--- config.mk ---
export PLATFORM = sky130hd
export DESIGN_NAME = sfc_fifo
export DESIGN_NICKNAME = d
export VERILOG_FILES = /design/src/sfc_fifo.sv
export SDC_FILE = /design/constraint.sdc
export NUM_CORES = 1
export LEC_CHECK = 0
export ABC_AREA = 1
export BUFFER_PORTS_ARGS = -buffer_cell sky130_fd_sc_hd__clkbuf_2
export CORE_MARGIN = 2
export CORE_UTILIZATION = 35
export DETAILED_ROUTE_END_ITERATION = 8
export PLACE_DENSITY_LB_ADDON = 0.15
export SYNTH_ARGS = -nofsm -noshare
export SYNTH_HDL_FRONTEND = slang
export SYNTH_SLANG_ARGS = --single-unit
--- constraint.sdc ---
create_clock -name clk -period 2 [get_ports clk]
set_input_delay 0.4 -clock clk [delete_from_list [all_inputs] [get_ports clk]]
set_output_delay 0.4 -clock clk [all_outputs]
set_load 0.02 [all_outputs]
--- src/sfc_fifo.sv ---
`timescale 1ns/100ps
`default_nettype none
module sfc_fifo #(
  parameter int WIDTH = 8,
  parameter int DEPTH = 8
) (
  // Clock and reset.
  input wire logic clk,
  input wire logic reset_n,
  // Fill side.
  input wire logic in_valid,
  output logic in_ready,
  input wire logic [WIDTH-1:0] in_data,
  // Drain side.
  output logic out_valid,
  input wire logic out_ready,
  output logic [WIDTH-1:0] out_data
);
  localparam int AW = $clog2(DEPTH);
  logic [WIDTH-1:0] mem [DEPTH];
  logic [AW-1:0] wr_ptr;
  logic [AW-1:0] rd_ptr;
  logic [AW:0] count;
  logic push;
  logic pop;

  // Handshakes; full and empty follow the occupancy count.
  assign in_ready = (count != (AW+1)'(DEPTH));
  assign out_valid = (count != '0);
  assign push = in_valid && in_ready;
  assign pop = out_valid && out_ready;
  assign out_data = mem[rd_ptr];

  // Storage is written without reset since count guards every read.
  always_ff @(posedge clk)
  begin
    if (push)
      mem[wr_ptr] <= in_data;
  end

  // Pointers wrap naturally because the depth is a power of two.
  always_ff @(posedge clk or negedge reset_n)
  begin
    if (!reset_n)
    begin
      wr_ptr <= '0;
      rd_ptr <= '0;
      count <= '0;
    end
    else
    begin
      if (push)
        wr_ptr <= wr_ptr + AW'(1);
      if (pop)
        rd_ptr <= rd_ptr + AW'(1);
      if (push && !pop)
        count <= count + (AW+1)'(1);
      else if (pop && !push)
        count <= count - (AW+1)'(1);
    end
  end
endmodule
`default_nettype wire

Word level (Yosys, flattened, before mapping)
Memories as Yosys holds them, arrays and structs flattened.
Cells that the tools add are included.

cells by class
  add/sub/neg operators = 4
  equal/unequal tests = 1
  multiplexer cells = 4
  reduce and logical (&&, ||, !) cells = 8

operators by type and width
  operator                                           number
  two-way mux 4 bit                                  2
  adder 3 x 1 -> 3 bit (second input constant)       2
  adder 4 x 1 -> 4 bit (second input constant)       1
  logical AND 1 bit                                  4
  != test 4 bit (second input constant)              1
  nonzero test 4 bit                                 1
  subtractor 4 x 1 -> 4 bit (second input constant)  1
  zero test 1 bit                                    2
  two-way mux 1 bit                                  2
  nonzero test 2 bit                                 1

word-level totals
  register bits = 10
  RAM bits = 64
  input bits = 12
  output and inout bits = 10
  logic and storage cells = 21
  memories = 1

memories
  name  depth  width  read ports  clocked after memory_dff  write ports  RTL line  RTL
  mem   8      8      1           0                         1            20        logic [WIDTH-1:0] mem [DEPTH];

Depth between registers and ports, before layout
  depth in word-level cells = 6
  depth in mapped cells = 13

Worst setup path after synthesis
No wires, ideal clock.

  kind = register to register
  from = reg count[0]
  to = reg count[3]
  library setup time = 0.117 ns
  data arrival time = 2.100 ns
  path slack = -0.217 ns
  cell stages (with the launch flop) = 13
  path buffers = 0
  cells stage by stage = dfrtp_1 > nor2_1 > nand3_1 > nand2_1 > inv_2 > ha_1 > inv_1 > ha_1 > or2_2 > nand2_1 > nand2_1 > nand3_1 > nand2_1

on the way
  cells in the longest elaborated chain, start to end = 5
  elaborated cells between the ends (all ways) = 13

RTL lines
  what                                 RTL line  RTL
  start: declaration                   23        logic [AW:0] count;
  start signal: assignment             57        count <= count + (AW+1)'(1);
  start signal: assignment             59        count <= count - (AW+1)'(1);
  != test 4 bit (*)                    28        assign in_ready = (count != (AW+1)'(DEPTH));
  net in_ready                         12        output logic in_ready,
  logical AND 1 bit (*)                30        assign push = in_valid && in_ready;
  net push                             24        logic push;
  zero test 1 bit                      58        else if (pop && !push)
  logical AND 1 bit                    58
  nonzero test 2 bit (no source line)  --

The timed path passes the listed nets; every way through them passes the cells marked *. The select of a mux whose other input is x is not followed.
A chain may end at the register's enable or synchronous reset.

Worst setup path after layout
  from = reg rd_ptr[0]
  to = out out_data[7]

on the way
  cells in the longest elaborated chain, start to end = 1

RTL lines
  what                      RTL line  RTL
  start: declaration        22        logic [AW-1:0] rd_ptr;
  start signal: assignment  55        rd_ptr <= rd_ptr + AW'(1);
  memory (8 x 8 bit)        --
  end: declaration          17        output logic [WIDTH-1:0] out_data

No other way between the ends.

==> impl_metrics.json <==
{
  "ys_seq_area_share_pct": 68.3,
  "clkTransAtPathRegs_ps": 70,
  "switchingPower_uw": 2290,
  "r2r_end": "count[3]$_DFFE_PN0P_",
  "status": "finished, final reports clean",
  "hold_viol_final": 0,
  "slew_violations": 0,
  "criticalPathCategory": "flip-flop to primary output",
  "maxCapViolCount": 0,
  "switching_share_pct": 36.6,
  "vias_per_cell": 4.70,
  "antenna_left": 0,
  "min_path_cells": 3,
  "holdCritPathClass": "primary input to flip-flop",
  "syn-instance-count": 294,
  "core_area_mm2": 0.00876,
  "ys.flop_type": "edfxtp_1",
  "antenna_found_initial": 0,
  "first_pass_iters": 5,
  "whs_ps": 309,
  "synth_seq_cells": 74,
  "grt_util_all_layers_pct": 14.8,
  "cp_cell_sequence": "clkinv_4, buf_8, nand2_1, nand2_1, nand2_1, o21ai_1, nand2_1, nand2_1, buf_6",
  "grt_pass1_wl_um": 10800,
  "crit_top_cell": "nand2_1",
  "crit_arrival_ps": 1540,
  "worstMarginPinSlew_ps": 356,
  "pwr_density_cell_mw_per_mm2": 1580,
  "critPathTopFamily": "flip-flops",
  "finClkSkew_ps": 9.37,
  "period_share_pct": 97.0,
  "rrSetupSlack_ps": 110,
  "post-route-drc-count": 0,
  "initial_core_util_pct": 36.3,
  "clock.fmax_mhz": 516,
  "drive_above_1_share_pct": 23.3,
  "ff2ff_path_depth": 12,
  "layout_min_cycle_time_ps": 1940,
  "ys_types": 21,
  "worstReg2RegStart": "count[1]$_DFFE_PN0P_",
  "fin_nets": 357,
  "htreeDepth": 3,
  "clkSinkCount": 74,
  "gp_congestion": 0.751,
  "cts_made_buffers": 9,
  "final_cell_mix": "nand2_1, edfxtp_1, nor2_1",
  "rsz0062_at_grt": "yes",
  "synthArstFlopShare_pct": 13.5,
  "cts_tree": "yes",
  "start_kind": "flip-flop",
  "max_slew_margin_pct": 76.3,
  "clk_path_buf_depth": 2,
  "max_stage_delay_ps": 450,
  "mostFrequentLayoutCell": "nand2_1",
  "clkPwrFrac_pct": 22.0,
  "wire_per_inst_um": 15.1,
  "drt_iter0_markers": 140,
  "synthToLayoutAreaGrowth_pct": 24.2,
  "dp_hpwl_um": 4080,
  "slowest_stage": "dfrtp_2",
  "stdcell_area_mm2": 0.00395,
  "yosysWarnings": 0,
  "p_leak_uw": 0.00159,
  "grt_overflow": 0,
  "synth_edf_count": 64,
  "finalSetupViolations": 0,
  "finalWirelength_um": 6810,
  "dpl_cell_area_mm2": 0.00353,
  "port_buffers": 21,
  "ir_worst_vdd_mv": 0.727,
  "syn_area_mm2": 0.00318,
  "die_x_um": 99.3,
  "grt_max_degree": 25,
  "cp.required_ps": 1600,
  "cts-root-buf": "clkbuf_8",
  "clk_latency_ps": 340,
  "p_int_uw": 3970,
  "synth.avg_cell_area_um2": 10.8,
  "hold_end": "rd_ptr[1]$_DFFE_PN0P_",
  "syn_nets": 312,
  "die_h_um": 99.3,
  "end_kind": "primary output",
  "power_frac_seq_pct": 33.7,
  "num_io_pins": 22,
  "n_antenna_cell": 0,
  "grt_pass1_vias": 2096,
  "crit_buf_inv": 3,
  "combPwrFrac_pct": 44.4,
  "rows": 34,
  "vias": 2119,
  "die-area_mm2": 0.00987,
  "worstSetupStartpoint": "rd_ptr[0]$_DFFE_PN0P_",
  "worstPathMaxFanout": 9,
  "holdCritStartpoint": "out_ready"
}
worst max path at each step:
stage | endpoint | slack (ps) | cells after the start
final | out_data[7] | 60 | 9
after detailed placement | count[3]$_DFFE_PN0P_ | 70 | 12
after floorplan | count[3]$_DFFE_PN0P_ | 3 | 12
after global placement | count[3]$_DFFE_PN0P_ | 140 | 12
after global routing | out_data[7] | -50 | 9
after CTS | out_data[7] | 10 | 9
cell usage after synthesis, types with 4 or more instances:
| cell type | n | area [um2] |
|---|---|---|
| nand2_1 | 117 | 439 |
| edfxtp_1 | 64 | 1920 |
| o21ai_0 | 27 | 135 |
| nor2_1 | 26 | 97.6 |
| dfrtp_1 | 10 | 250 |
| inv_1 | 9 | 33.8 |
| o21ai_1 | 9 | 45.0 |
| ha_1 | 5 | 62.6 |
| nand3_1 | 5 | 25.0 |
| buf_4 | 4 | 30.0 |
| xnor2_1 | 4 | 35.0 |
cells by family after synthesis:
| family | Yosys count | synth area share, % |
|---|---|---|
| buf+inv | 22 | 3.85 |
| fa+ha+maj | 6 | 2.60 |
| simple gates | 150 | 18.1 |
| flops | 74 | 68.3 |
| xor+xnor | 5 | 1.38 |
| compound gates | 37 | 5.82 |
power by group through the flow:
stage	logic (uW)	registers (uW)	clock network (uW)
finish	2770	2100	1380
global route	3100	2140	1470
CTS	2370	2090	1410
detailed placement	2360	2120	0
global placement	2340	2120	0
floorplan	1640	2130	0
metrics by stage:
step | worst slack (ps) | power [uW] | instances | TNS, ps | utilization, %
2_1_floorplan | 2.81 | 3770 | 294 | 0 | -
3_3_place_gp | 136 | 4460 | 430 | 0 | 40.2
3_5_place_dp | 71.0 | 4490 | 430 | 0 | 40.2
4_1_cts | 9.56 | 5870 | 446 | 0 | 43.1
5_1_grt | -51.6 | 6710 | 451 | -280 | 45.1
6_report | 60.5 | 6250 | 451 | 0 | 45.1
what timing repair did:
action                                  4_1_cts  5_1_grt
hold buffers                                  1        0
buffers inserted                              0        3
endpoints found under the setup margin        4        9
pin swaps                                     0        8
cloned                                        0        2
resized for setup                             1       47
hold endpoints to repair                     10        0
routing by layer:
layer,track usage [%],up-vias,share of wire [%]
met3,5.06,7,3.1
met1,18.1,1010,45
met5,0,-,0
met2,25.2,29,51
met4,3.79,0,1.1
li1,-,1073,-
worst register-to-register path, delay by kind of cell (launching register included):
kind / cells / cell delay (ps)
fa+ha+maj: 2 / 380
simple gates: 8 / 840
flops: 1 / 410
buf+inv: 2 / 150
cell type report:
cell class              instances  area, um2
well taps                     108        135
multi-input cells             198        953
inverters                      12       55.1
clock buffers                   9        124
flip-flops and latches         74       2170
clock inverters                 6        115
fillers                       817       4810
repair buffers                 44        393
registers in the layout (all words and copies together), names as in the netlist:
signal  cells
wr_ptr      3
mem        64
count       4
rd_ptr      3
Power figures use the tool's default switching activity.
